**src/core/pawb_pkg.sv**
```systemverilog
// Shared constants, types and register map of the access wait bridge
package pawb_pkg;

  // Register byte offsets on the Wishbone slave
  localparam logic [7:0] PAWB_OFF_WAIT_SET = 8'h00; // Bus wait setting
  localparam logic [7:0] PAWB_OFF_CLK_CFG = 8'h04; // Clock ratio config
  localparam logic [7:0] PAWB_OFF_STATUS = 8'h08; // Bridge status
  localparam logic [7:0] PAWB_OFF_LAST = 8'h0C; // Last access length

  // Reset values
  localparam logic [7:0] PAWB_WAIT_SET_RST = 8'h77;
  localparam logic [7:0] PAWB_MAIN_DIV_RST = 8'h04; // Main period in CPU clk
  localparam logic [7:0] PAWB_RTO_EN_RST = 8'h00;

  // Field positions
  localparam int PAWB_M_LSB = 0; // Base wait field, bits 2..0
  localparam int PAWB_M_W = 3;
  localparam int PAWB_RTO_EN_BIT = 8; // Real-time output enable bit
  localparam int PAWB_OSC_OK_BIT = 9; // Main oscillator status

  // Fixed access cost with no wait
  localparam logic [7:0] PAWB_BASE_CYC = 8'h03;
  localparam logic [7:0] PAWB_PAIR_CYC = 8'h02;

  // Peripheral register selects presented by the CPU core
  typedef enum logic [4:0] {
    PAWB_REG_OTHER = 5'h00,
    PAWB_REG_WDOG1_MODE = 5'h01,
    PAWB_REG_WDOG2_MODE = 5'h02,
    PAWB_REG_TA_CC0 = 5'h03,
    PAWB_REG_TA_CC1 = 5'h04,
    PAWB_REG_TA_CNT = 5'h05,
    PAWB_REG_TB_CTRL = 5'h06,
    PAWB_REG_TWO_WIRE_ST = 5'h07,
    PAWB_REG_SER0_RX_ST = 5'h08,
    PAWB_REG_SER1_RX_ST = 5'h09,
    PAWB_REG_RT_BUF_LO = 5'h0A,
    PAWB_REG_RT_BUF_HI = 5'h0B,
    PAWB_REG_ADC_MODE = 5'h0C,
    PAWB_REG_ADC_CHSEL = 5'h0D,
    PAWB_REG_ADC_CMP_MODE = 5'h0E,
    PAWB_REG_ADC_CMP_THR = 5'h0F,
    PAWB_REG_ADC_RESULT = 5'h10,
    PAWB_REG_ADC_RESULT_HI = 5'h11
  } pawb_reg_t;

  // Access kinds
  typedef enum logic [1:0] {
    PAWB_ACC_READ = 2'h0,
    PAWB_ACC_WRITE = 2'h1,
    PAWB_ACC_RMW = 2'h2
  } pawb_acc_t;

  // One CPU access request
  typedef struct packed {
    pawb_reg_t sel;
    pawb_acc_t kind;
  } pawb_req_t;

endpackage : pawb_pkg

```
**src/core/pawb_kcalc.sv**
```systemverilog
// Wait factor and wait count calculator for one access
`timescale 1ns/1ps
module pawb_kcalc
  import pawb_pkg::*;
(
  input wire pawb_req_t req_i,
  input wire logic [2:0] m_i,
  input wire logic [7:0] main_div_i,
  input wire logic rto_en_i,
  output logic [7:0] extra_o,
  output logic [7:0] total_o
);

  // Ceil-like division with the threshold rounding of the factor
  function automatic logic [7:0] pawb_kdiv(input logic [7:0] num,
                                           input logic [7:0] den);
    logic [7:0] q;
    logic [7:0] r;
    begin
      q = num / den;
      r = num % den;
      // Fraction beyond 1/(2+m) of a CPU period rounds up
      if (r > 8'h01) begin
        q = q + 8'h01;
      end
      pawb_kdiv = q;
    end
  endfunction : pawb_kdiv

  logic [7:0] pair; // 2 + m
  logic [7:0] k;

  // Factor per register and access kind
  always_comb begin
    pair = PAWB_PAIR_CYC + {5'h00, m_i};
    k = 8'h00;
    case (req_i.sel)
      PAWB_REG_WDOG1_MODE: begin
        if (req_i.kind != PAWB_ACC_READ) begin
          k = pawb_kdiv({main_div_i[6:0], 1'b0}, pair) + 8'h01;
        end
      end
      PAWB_REG_WDOG2_MODE: begin
        if (req_i.kind != PAWB_ACC_READ) begin
          k = 8'h03;
        end
      end
      PAWB_REG_TA_CC0, PAWB_REG_TA_CC1: begin
        if (req_i.kind == PAWB_ACC_READ) begin
          k = 8'h01;
        end else begin
          k = pawb_kdiv(8'(main_div_i * 8'h05), pair);
          if (k > 8'h02) begin
            k = 8'h02;
          end
        end
      end
      PAWB_REG_TA_CNT: begin
        if (req_i.kind == PAWB_ACC_READ) begin
          k = 8'h01;
        end
      end
      PAWB_REG_TB_CTRL: begin
        if (req_i.kind == PAWB_ACC_RMW) begin
          k = 8'h01; // Write phase only
        end
      end
      PAWB_REG_TWO_WIRE_ST, PAWB_REG_SER0_RX_ST,
      PAWB_REG_SER1_RX_ST: begin
        if (req_i.kind == PAWB_ACC_READ) begin
          k = 8'h01;
        end
      end
      PAWB_REG_RT_BUF_LO, PAWB_REG_RT_BUF_HI: begin
        if (req_i.kind != PAWB_ACC_READ && !rto_en_i) begin
          k = 8'h01;
        end
      end
      PAWB_REG_ADC_MODE, PAWB_REG_ADC_CHSEL, PAWB_REG_ADC_CMP_MODE,
      PAWB_REG_ADC_CMP_THR: begin
        if (req_i.kind != PAWB_ACC_READ) begin
          k = pawb_kdiv({main_div_i[6:0], 1'b0}, pair) + 8'h01;
        end
      end
      PAWB_REG_ADC_RESULT, PAWB_REG_ADC_RESULT_HI: begin
        if (req_i.kind == PAWB_ACC_READ) begin
          k = pawb_kdiv({main_div_i[6:0], 1'b0}, pair) + 8'h01;
        end
      end
      default: begin
        k = 8'h00; // Ordinary register
      end
    endcase
    extra_o = 8'(pair * k);
    total_o = 8'(PAWB_BASE_CYC + {5'h00, m_i} + extra_o);
  end

endmodule : pawb_kcalc

```
**src/core/pawb_bridge.sv**
```systemverilog
// Peripheral access wait bridge: CPU stall control and Wishbone registers
// Notes on behaviour
// - Stretch conflict-prone accesses, stalling CPU
// - CPU held; time grows by waits
// - Extra waits equal (2+m) times k
// - Total access is 3+m+extra
// - m is low three setting bits
// - First watchdog write: k from ratio
// - Second watchdog write: k is three
// - Timer A reads: k is one
// - Timer A compare writes: k 0..2
// - Timer B RMW: k one, write
// - Serial and two-wire status reads: k one
// - RT buffer writes: k one when disabled
// - ADC setting writes and result reads: k from ratio plus one
// - Fraction over 1/(2+m) rounds up
// - Counts are maxima, exceeded only by a stuck stall
// - Stall sticks without oscillator until reset
// - Ordinary access: three plus base wait
`timescale 1ns/1ps
module pawb_bridge
  import pawb_pkg::*;
(
  // Clock and synchronous reset, active high
  input wire logic clk_i,
  input wire logic rst_i,
  // Wishbone classic slave
  input wire logic wb_cyc_i,
  input wire logic wb_stb_i,
  input wire logic wb_we_i,
  input wire logic [7:0] wb_adr_i,
  input wire logic [3:0] wb_sel_i,
  input wire logic [31:0] wb_dat_i,
  output logic [31:0] wb_dat_o,
  output logic wb_ack_o,
  // CPU peripheral access side
  // One access at a time; ready low stalls the CPU
  input wire logic cpu_req_i,
  input wire pawb_req_t cpu_acc_i,
  output logic cpu_ready_o,
  output logic cpu_done_o,
  // Peripheral side
  // Oscillator status decides between a wait and a stall
  input wire logic main_osc_ok_i,
  output logic periph_stb_o,
  output pawb_req_t periph_acc_o,
  output logic stuck_o
);

  // Bridge states
  // Idle: waiting for an access; busy: counting it down
  // Stuck: dead end of a wait that needs the absent main clock
  // No way out but reset, as the far side cannot answer then
  typedef enum logic [1:0] {
    PAWB_ST_IDLE = 2'h0,
    PAWB_ST_BUSY = 2'h1,
    PAWB_ST_STUCK = 2'h2
  } pawb_state_t;

  // Software settings
  // Written over the register bus only
  // Wait setting resets slow, safe at any clock until lowered
  logic [7:0] bus_wait_setting; // Bus wait setting
  logic [7:0] main_div; // Main clock period in CPU clocks
  logic rt_output_enable_bit; // Real-time output enable
  logic [7:0] next_bus_wait_setting;
  logic [7:0] next_main_div;
  logic next_rt_output_enable_bit;

  // Wishbone answer
  // Data and ack leave flops: one cycle latency, no glitches
  // Trade-off accepted as software reads these rarely
  logic [31:0] next_wb_dat;
  logic next_wb_ack;

  // Access engine
  // Counter holds cycles left in the access
  // Loaded with the length less the taking cycle
  // Ending on a compare with one saves a second adder
  pawb_state_t state;
  pawb_state_t next_state;
  logic [7:0] wait_cnt; // Remaining cycles of the access
  logic [7:0] next_wait_cnt;
  // Figures kept for software to read back
  logic [7:0] last_total; // Length of the last access
  logic [7:0] next_last_total;
  logic [7:0] last_extra; // Extra waits of the last access
  logic [7:0] next_last_extra;
  // Access held steady for the peripheral side
  pawb_req_t acc; // Latched access
  pawb_req_t next_acc;
  // Next values of the registered CPU and peripheral outputs
  logic next_ready;
  logic next_done;
  logic next_periph_stb;
  logic next_stuck;

  // Calculator outputs
  // Follow the request pins; used only in the taking cycle
  // Stale while busy, which is harmless
  logic [2:0] base_m;
  logic [7:0] calc_extra;
  logic [7:0] calc_total;

  // Base wait from low bits of the setting
  // Upper setting bits are kept for read back only
  assign base_m = bus_wait_setting[PAWB_M_LSB +: PAWB_M_W];

  // Wait figures for the incoming access
  // Pure logic from request pins to counter: the longest path
  // Paid for so the access is taken the cycle it shows up
  // A registered calculator would cost one cycle per access
  pawb_kcalc u_kcalc (
    .req_i(cpu_acc_i),
    .m_i(base_m),
    .main_div_i(main_div),
    .rto_en_i(rt_output_enable_bit),
    .extra_o(calc_extra),
    .total_o(calc_total)
  );

  // Register file next values and Wishbone read mux
  // Writes land at the edge that raises ack
  // Master still holds its request then, so nothing is lost
  // Unmapped offsets read zero and drop writes
  // Still acked, so a stray access never hangs the bus
  // Unused lanes leave their bytes untouched
  always_comb begin
    next_bus_wait_setting = bus_wait_setting;
    next_main_div = main_div;
    next_rt_output_enable_bit = rt_output_enable_bit;
    next_wb_dat = 32'h0000_0000;
    // Single-cycle answer, dropped the cycle after
    // A held request is answered every other cycle, never twice in a row
    next_wb_ack = wb_cyc_i && wb_stb_i && !wb_ack_o;
    if (next_wb_ack && wb_we_i) begin
      // Write only at the acked cycle
      case (wb_adr_i)
        PAWB_OFF_WAIT_SET: begin
          // Lane 0 carries the whole setting
          if (wb_sel_i[0]) begin
            next_bus_wait_setting = wb_dat_i[7:0];
          end
        end
        PAWB_OFF_CLK_CFG: begin
          if (wb_sel_i[0]) begin
            // Zero period is meaningless; keep at least one
            next_main_div = (wb_dat_i[7:0] == 8'h00) ? 8'h01 : wb_dat_i[7:0];
          end
          // Lane 1 carries the enable bit
          if (wb_sel_i[1]) begin
            next_rt_output_enable_bit = wb_dat_i[PAWB_RTO_EN_BIT];
          end
        end
        default: begin
          // Unmapped or read-only: write ignored
        end
      endcase
    end
    // Read data muxed only while answering, zero otherwise
    if (next_wb_ack && !wb_we_i) begin
      case (wb_adr_i)
        PAWB_OFF_WAIT_SET: begin
          // Upper bits of the word read zero
          next_wb_dat = {24'h00_0000, bus_wait_setting};
        end
        PAWB_OFF_CLK_CFG: begin
          // Enable bit sits just above the clock ratio
          next_wb_dat = {23'h00_0000, rt_output_enable_bit, main_div};
        end
        PAWB_OFF_STATUS: begin
          // Live oscillator, stuck, busy and ready
          next_wb_dat = {22'h00_0000, main_osc_ok_i,
                         (state == PAWB_ST_STUCK), 6'h00,
                         (state != PAWB_ST_IDLE), cpu_ready_o};
        end
        PAWB_OFF_LAST: begin
          // Figures of the latest access taken
          next_wb_dat = {16'h0000, last_extra, last_total};
        end
        default: begin
          next_wb_dat = 32'h0000_0000; // Unmapped reads zero
        end
      endcase
    end
  end

  // Register file flops
  // Reset restores default settings
  // and silences the bus answer
  always_ff @(posedge clk_i) begin
    if (rst_i) begin
      bus_wait_setting <= PAWB_WAIT_SET_RST;
      main_div <= PAWB_MAIN_DIV_RST;
      rt_output_enable_bit <= PAWB_RTO_EN_RST[0];
      wb_dat_o <= 32'h0000_0000;
      wb_ack_o <= 1'b0;
    end else begin
      // Every register follows its next value on each edge
      bus_wait_setting <= next_bus_wait_setting;
      main_div <= next_main_div;
      rt_output_enable_bit <= next_rt_output_enable_bit;
      wb_dat_o <= next_wb_dat;
      wb_ack_o <= next_wb_ack;
    end
  end

  // Access engine next values
  // Access of total length T, from the edge taking the request
  // Ready falls after that edge
  // Ready rises again two cycles before the end
  // Done and peripheral strobe follow one cycle later
  // CPU sees exactly T cycles, the worst case, unless the access sticks
  // Requests seen only in idle; never queued while busy
  always_comb begin
    next_state = state;
    next_wait_cnt = wait_cnt;
    next_last_total = last_total;
    next_last_extra = last_extra;
    next_acc = acc;
    next_ready = cpu_ready_o;
    // Done and strobe are one-cycle pulses, low unless set
    next_done = 1'b0;
    next_periph_stb = 1'b0;
    case (state)
      PAWB_ST_IDLE: begin
        if (cpu_req_i) begin
          // Load counter with access length less one
          // Latch the access for the peripheral side
          next_acc = cpu_acc_i;
          next_wait_cnt = calc_total - 8'h01;
          next_last_total = calc_total;
          next_last_extra = calc_extra;
          next_ready = 1'b0; // CPU stalled
          // Ordinary accesses need no peripheral clock
          if ((calc_extra != 8'h00) && !main_osc_ok_i) begin
            // Wait cannot complete without the peripheral clock
            next_state = PAWB_ST_STUCK;
          end else begin
            next_state = PAWB_ST_BUSY;
          end
        end
      end
      PAWB_ST_BUSY: begin
        // Ready one cycle ahead of done, so the CPU resumes on time
        if (wait_cnt <= 8'h02) begin
          next_ready = 1'b1; // Release one cycle before count end
        end
        if (wait_cnt == 8'h01) begin
          next_periph_stb = 1'b1; // Data passes the boundary
        end
        if (wait_cnt == 8'h01) begin
          next_done = 1'b1;
          next_state = PAWB_ST_IDLE;
          next_wait_cnt = 8'h00;
        end else begin
          next_wait_cnt = wait_cnt - 8'h01;
        end
      end
      PAWB_ST_STUCK: begin
        // Counter frozen; status register shows the stall
        next_ready = 1'b0; // Only reset leaves here
      end
      default: begin
        // Unused code: back to idle with the CPU released
        next_state = PAWB_ST_IDLE;
        next_ready = 1'b1;
      end
    endcase
    // Flag mirrors the state about to be entered
    next_stuck = (next_state == PAWB_ST_STUCK);
  end

  // Access engine flops
  // Reset releases the CPU and clears the stuck flag,
  // the only way out of a stalled peripheral wait
  always_ff @(posedge clk_i) begin
    if (rst_i) begin
      state <= PAWB_ST_IDLE;
      wait_cnt <= 8'h00;
      // Access figures read zero until the first access
      last_total <= 8'h00;
      last_extra <= 8'h00;
      acc <= '{sel: PAWB_REG_OTHER, kind: PAWB_ACC_READ};
      cpu_ready_o <= 1'b1;
      cpu_done_o <= 1'b0;
      periph_stb_o <= 1'b0;
      periph_acc_o <= '{sel: PAWB_REG_OTHER, kind: PAWB_ACC_READ};
      stuck_o <= 1'b0;
    end else begin
      // Outputs copy their next values, each from a flop
      state <= next_state;
      wait_cnt <= next_wait_cnt;
      last_total <= next_last_total;
      last_extra <= next_last_extra;
      acc <= next_acc;
      cpu_ready_o <= next_ready;
      cpu_done_o <= next_done;
      periph_stb_o <= next_periph_stb;
      periph_acc_o <= next_acc;
      stuck_o <= next_stuck;
    end
  end

endmodule : pawb_bridge

```
**config.mk**
```make
export PLATFORM = sky130hd
export DESIGN_NAME = pawb_bridge
export DESIGN_NICKNAME = d
export VERILOG_FILES = /design/src/core/pawb_pkg.sv /design/src/core/pawb_kcalc.sv /design/src/core/pawb_bridge.sv
export SDC_FILE = /design/constraint.sdc
export NUM_CORES = 1
export LEC_CHECK = 0
export BUFFER_PORTS_ARGS = -buffer_cell sky130_fd_sc_hd__buf_2
export CAP_MARGIN = 20
export CORE_MARGIN = 4
export CORE_UTILIZATION = 50
export CTS_BUF_LIST = sky130_fd_sc_hd__clkbuf_4
export DETAILED_ROUTE_END_ITERATION = 10
export PLACE_DENSITY_LB_ADDON = 0.15
export SLEW_MARGIN = 10
export SYNTH_ARGS = -nofsm -noshare
export SYNTH_HDL_FRONTEND = slang
export SYNTH_SLANG_ARGS = --single-unit
```
**constraint.sdc**
```tcl
create_clock -name clk_i -period 49.7 [get_ports clk_i]
set_clock_uncertainty 0.15 [all_clocks]
set_input_delay 7.455 -clock clk_i [delete_from_list [all_inputs] [get_ports clk_i]]
set_output_delay 7.455 -clock clk_i [all_outputs]
set_load 0.02 [all_outputs]
```
Yosys cells after proc, flatten, opt, wreduce, memory -nomap -nowiden --
Cells that the tools add are included.
Operators by class: muxes and demuxes 32, equal/unequal tests 27, divide/modulo/power cells 4, $mul 2, bitwise logic cells 2, $add $sub $neg 10, shift-type cells 0, reductions and logical operators 31, $lt $le $gt $ge 4
Operator list (count):
- 8-bit two-way mux | 17
- 16-bit case mux with 4 select lines | 1
- 8-bit case mux with 8 select lines | 1
- 8-bit by 1-bit adder with 8-bit output, second input constant | 5
- 5-bit by 4-bit equality test with 1-bit output, second input constant | 8
- 5-bit by 3-bit equality test with 1-bit output, second input constant | 4
- 8-bit by 8-bit divider with 8-bit output | 2
- 8-bit by 4-bit equality test with 1-bit output, second input constant | 2
- 8-bit by 1-bit greater-than comparator with 1-bit output, second input constant | 2
- 8-bit logical NOT | 2
- 8-bit by 8-bit modulo with 8-bit output | 2
- 8-bit case mux with 2 select lines | 1
- 8-bit by 1-bit subtractor with 8-bit output, second input constant | 2
- 5-bit by 2-bit equality test with 1-bit output, second input constant | 2
- 5-bit equality test, second input constant | 2
- 2-bit OR reduction | 5
- 3-bit AND reduction | 3
- 2-bit by 3-bit adder with 4-bit output, first input constant | 2
- 8-bit adder | 1
- 8-bit by 1-bit equality test with 1-bit output, second input constant | 1
- 8-bit by 3-bit equality test with 1-bit output, second input constant | 1
- 8-bit by 2-bit greater-than comparator with 1-bit output, second input constant | 1
- 8-bit by 2-bit <= comparator with 1-bit output, second input constant | 1
- 8-bit by 3-bit multiplier with 8-bit output, second input constant | 1
- other kinds (17) | 43
Storage, ports and cells: bits in latches 0, memories kept 0, input bits 58, bits in writable memories 0, logic and storage cells 126, register bits 86, ROM bits 0

Depth between registers and ports, before layout --
word-level depth 17, mapped depth 93, mapped depth without buffers 89

Modules after synthesis --
Synthesis repeated with hierarchy kept, for this count alone.
Second synthesis, totals: cells, all modules 1091, area total of the unflattened synthesis 8329.2 um^2
Modules (own cells, without submodules):
- pawb_kcalc | sequential area each 0.0 um^2, area each 5188.7 um^2, cells an instance 725, instances 1
- pawb_bridge | sequential area each 1401.3 um^2, area each 3140.5 um^2, cells an instance 366, instances 1

Worst setup path before layout --
Ideal clock, no wire load.
path type register -> register, from register main_div[1], to register wait_cnt[6], period minus slack after synthesis 17.068 ns, setup slack 32.632 ns, required time 49.480 ns, arrival 16.847 ns, setup time 0.070 ns, cell stages (with the launch flop) 90, cell sequence dfxtp_1 -> ha_1 -> ha_1 -> inv_1 -> fa_1 -> nor2b_1 -> o21ai_0 -> a21o_1 -> and2_1 -> ha_1 -> and3_1 -> nor2_1 -> ha_1 -> o21a_1 -> o21ai_0 -> nor2_1 -> a21o_1 -> ha_1 -> [... 54 more ...] -> nand2_1 -> fa_1 -> inv_1 -> fa_1 -> inv_1 -> fa_1 -> inv_1 -> ha_1 -> o21ai_0 -> nand2b_1 -> xnor2_1 -> nand2_1 -> nor2_1 -> nand2_1 -> xnor2_1 -> o22ai_1 -> nand2_1 -> a21oi_1
Between the ends: longest elaborated chain between the ends 15, elaborated cells between the ends (all ways) 33, those cells by class add/sub (7); mul (2); div (4); order compare (3); mux (17)
RTL lines:
- start: declaration | line pawb_bridge.sv:64 | logic [7:0] main_div;
- start signal: assignment | line pawb_bridge.sv:201 | main_div <= next_main_div;
- 8-bit by 3-bit multiplier with 8-bit output | line pawb_kcalc.sv:52 | k = pawb_kdiv(8'(main_div_i * 8'h05), pair);
- 8-bit by 8-bit divider with 8-bit output or 8-bit by 8-bit modulo with 8-bit output (tied branches) | line pawb_kcalc.sv:20, pawb_kcalc.sv:21
- 8-bit by 1-bit adder with 8-bit output or 8-bit by 1-bit greater-than comparator with 1-bit output (tied branches) | line pawb_kcalc.sv:24, pawb_kcalc.sv:23
- 8-bit two-way mux | line pawb_kcalc.sv:23 | if (r > 8'h01) begin
- 8-bit two-way mux | line pawb_kcalc.sv:49 | if (req_i.kind == PAWB_ACC_READ) begin
- 8-bit two-way mux | line pawb_kcalc.sv:37 | case (req_i.sel)
- 8-bit by 2-bit greater-than comparator with 1-bit output | line pawb_kcalc.sv:53 | if (k > 8'h02) begin
- 8-bit two-way mux | line pawb_kcalc.sv:53
- 8-bit two-way mux | line pawb_kcalc.sv:49
- 8-bit case mux with 8 select lines * | line pawb_kcalc.sv:37
- 8-bit by 8-bit multiplier with 8-bit output * | line pawb_kcalc.sv:94 | extra_o = 8'(pair * k);
- via calc_extra[3] | line pawb_bridge.sv:102 | logic [7:0] calc_extra;
- 8-bit adder * | line pawb_kcalc.sv:95 | total_o = 8'(PAWB_BASE_CYC + {5'h00, m_i} + extra_o);
- 8-bit by 1-bit subtractor with 8-bit output * | line pawb_bridge.sv:231 | next_wait_cnt = calc_total - 8'h01;
- 8-bit two-way mux * | line pawb_bridge.sv:227 | if (cpu_req_i) begin
- 8-bit case mux with 2 select lines * | line pawb_bridge.sv:225 | case (state)
- end signal: assignment | line pawb_bridge.sv:293 | wait_cnt <= next_wait_cnt;
- end: declaration | line pawb_bridge.sv:82 | logic [7:0] wait_cnt;
The timed path passes the listed nets; every way through them passes the cells marked *. The select of a mux whose other input is x is not followed. A chain may end at the register's enable or synchronous reset.

Final worst setup path --
Same ends and word-level chain as after synthesis.

==> flow_summary.toml <==
[routing]
drc = 0
via_count = 7541
antenna_left = 0
wl_per_cell_um = 15.3
dr.pass1.iters = 5
via_per_inst = 5.73
routed_wirelength_mm = 20.1
drtIter0Drc = 425

[critical_path]
worstPathRequired_ns = 49.86
crit_buf_inv = 6
ff2ff_path_depth = 87
r2r_slack_ns = 30.34
critPathMaxStageDelay_ns = 0.67
critical_path_class = "flop to flop"
end_kind = "flop"
worst_r2r_endpoint = "wait_cnt[6]"
crit_arrival_ns = 19.52
cp_max_fo = 13
slowest_stage = "a31oi_1"
cp-start-kind = "flop"
crit_family = "compound AO/OA/AOI/OAI gates"
r2r-start = "main_div[1]"

[clocking]
cts_sinks = 70
ctsResizeCount = 0
tritoncts = "yes"
h-tree-depth = 3
cts_made_buffers = 9
clock_latency_ns = 0.44
cts_root_buf = "clkbuf_4"
clkSlewWorstSetupHoldPaths_ns = 0.14
post-cts-setup-buffer-count = 0
cts_buffer_depth = 2
cts_hold_buf = 0

[power_and_ir_drop]
p_leak_uw = 0.00381
intPower_uw = 81.5
switching_share_pct = 35.7
peakVddDrop_uv = 10.5
p_seq_share_pct = 48.8
p_sw_uw = 45.3
powerDensity_mw_per_mm2 = 14.7
pwr-share-comb_pct = 23.5
clkPwrFrac_pct = 27.7

[worst_hold_path]
hp-start = "last_extra[7]"
hold_depth = 2
min_path_type = "flop to flop"
worstHoldEndpoint = "last_extra[7]"

[yosys]
synthCells = 1055
avgSynthCellArea_um2 = 7.66
yosysUniqueCellTypes = 85
yosysWarnings = 0
synth_area_mm2 = 0.00808
synth_edf_count = 0
async_reset_ff_share_pct = 0
ys_ff_latch = 70
synth_seq_area_share_pct = 17.3
synthFlopType = "dfxtp_1"

[die]
rows = 46
fp.dieW_um = 135
core_area_mm2 = 0.0159
die_y_um = 135
die-area_mm2 = 0.0183
start_util_pct = 50.9
pin_count = 102

[layout]
final_net_count = 1248
mostFrequentLayoutCells = "114 x nor2_1, 89 x nand2_1, 83 x ha_1, 79 x a21oi_1, 70 x dfxtp_1"
drive_gt1_share_pct = 11.9
stdcell_area_mm2 = 0.00862
num_antenna_cells = 0
final_common_cell = "nor2_1"
syn2layout_area_growth_pct = 6.61

[global_route]
grt_start_max_net_pins = 57
antenna_found_initial = 0
grt_overflow = 0
grt_usage_pct = 22.0
grt_pass1_vias = 6950
grt_pass1_wl_mm = 33.7

[timing]
slew_headroom_pct = 35.5
finalMaxSlewViolations = 0
hold_viol = 0
tns_ns = 0
period_needed_ns = 19.36
max_freq_mhz = 51.6
rsz0062_at_grt = "false"
finalSetupViolCount = 0
period_share_pct = 39.0
worstMarginPinSlew_ns = 0.965

[job]
drv_cap = 0

[outcome]
outcome = "completed"

[placement]
dp_hpwl_mm = 15.6
port_buffers = 60
place_area_mm2 = 0.00847
place_congestion = 0.883
==> sequential cells by signal (all words and copies together) (netlist names), 2 cells and up <==
name              cells
wb_dat_o             16
bus_wait_setting      8
last_extra            8
last_total            8
main_div              8
wait_cnt              8
acc                   7
state                 2
==> how the worst max path moves through the flow <==
stage / start / cells past startpoint / to
final: main_div[1] / 87 / wait_cnt[6]
after global routing: main_div[1] / 87 / wait_cnt[6]
after CTS: main_div[1] / 86 / wait_cnt[6]
after detailed placement: main_div[1] / 86 / wait_cnt[6]
after global placement: main_div[1] / 86 / wait_cnt[6]
after floorplan: main_div[1] / 89 / wait_cnt[6]
==> cells by family after synthesis <==
group / after synthesis / synth area share [%]
DFF: 70 / 17.3
other: 2 / 0.0929
xor gates and xnor gates: 56 / 6.35
and+or+nand+nor: 385 / 22.9
buffers and inverters: 110 / 6.16
muxes: 38 / 5.14
AOI/OAI and AO/OA: 298 / 25.9
adders and majority gates: 96 / 16.1
==> worst min-delay path, delay by kind of cell, from the launching register on <==
kind            cells  cell delay [ns]
compound gates      1             0.05
simple gates        1             0.05
flops               1             0.33
==> synthesized netlist by cell type (12+ instances only) <==
library cell  number  share of area (%)
and2_1            18                1.4
buf_4             17                1.6
xor2_1            21                2.3
a211oi_1          13                1.2
ha_1              83                 13
nand3_1           17                1.1
nor2_1           114                5.3
mux2i_1           27                3.3
or3_1             18                1.4
a21oi_1           79                4.9
a21o_1            25                2.3
inv_1             53                2.5
nand2_1           89                4.1
o211ai_1          12                1.1
nand2b_1          12               0.93
o21ai_0           42                2.6
nor4_1            13                1.0
clkbuf_1          30                1.4
xnor2_1           33                3.6
o31ai_1           12                1.1
nor3_1            48                3.0
dfxtp_1           70                 17
and3_1            13                1.0
fa_1              13                3.2
o21a_1            28                2.6
==> layer usage <==
metal  vias to the layer above  global-route usage (%)  part of all wire [%]
li1                       3886                       -                     -
met1                      3498                    30.9                    49
met2                       136                    36.0                    45
met3                        21                    3.57                   4.4
met4                         0                    4.09                   1.0
met5                         -                       0                     0
==> through the flow <==
| stage | utilization, % | instances | hold WS, ns | power (µW) | setup slack, ns |
|---|---|---|---|---|---|
| 4_1_cts | 54.1 | 1313 | 0.314 | 127 | 30.23 |
| 6_report | 54.2 | 1315 | 0.310 | 127 | 30.34 |
| 2_1_floorplan | - | 1070 | 0.280 | 85.7 | 32.63 |
| 3_5_place_dp | 53.3 | 1297 | 0.290 | 92.2 | 30.28 |
| 5_1_grt | 54.2 | 1315 | 0.333 | 135 | 28.57 |
| 3_3_place_gp | 53.3 | 1297 | 0.289 | 92.0 | 30.40 |
==> area by class of cell <==
| cell class | count | area (µm²) |
|---|---|---|
| Inverter | 55 | 209 |
| Sequential cell | 70 | 1400 |
| Fill cell | 1579 | 7270 |
| Multi-Input combinational cell | 890 | 6240 |
| Clock inverter | 7 | 63.8 |
| Timing Repair Buffer | 68 | 365 |
| Clock buffer | 9 | 67.6 |
| Tap cell | 216 | 270 |
==> power groups by stage <==
| stage | logic [µW] | clock network, µW | registers [µW] |
|---|---|---|---|
| after floorplan | 22.4 | 0 | 63.3 |
| after global placement | 29.0 | 0 | 63.0 |
| after detailed placement | 29.1 | 0 | 63.0 |
| after CTS | 29.3 | 36.2 | 61.8 |
| after global routing | 33.6 | 38.5 | 62.4 |
| final | 29.8 | 35.2 | 61.9 |
No activity file was read; power rests on OpenSTA's default activity.
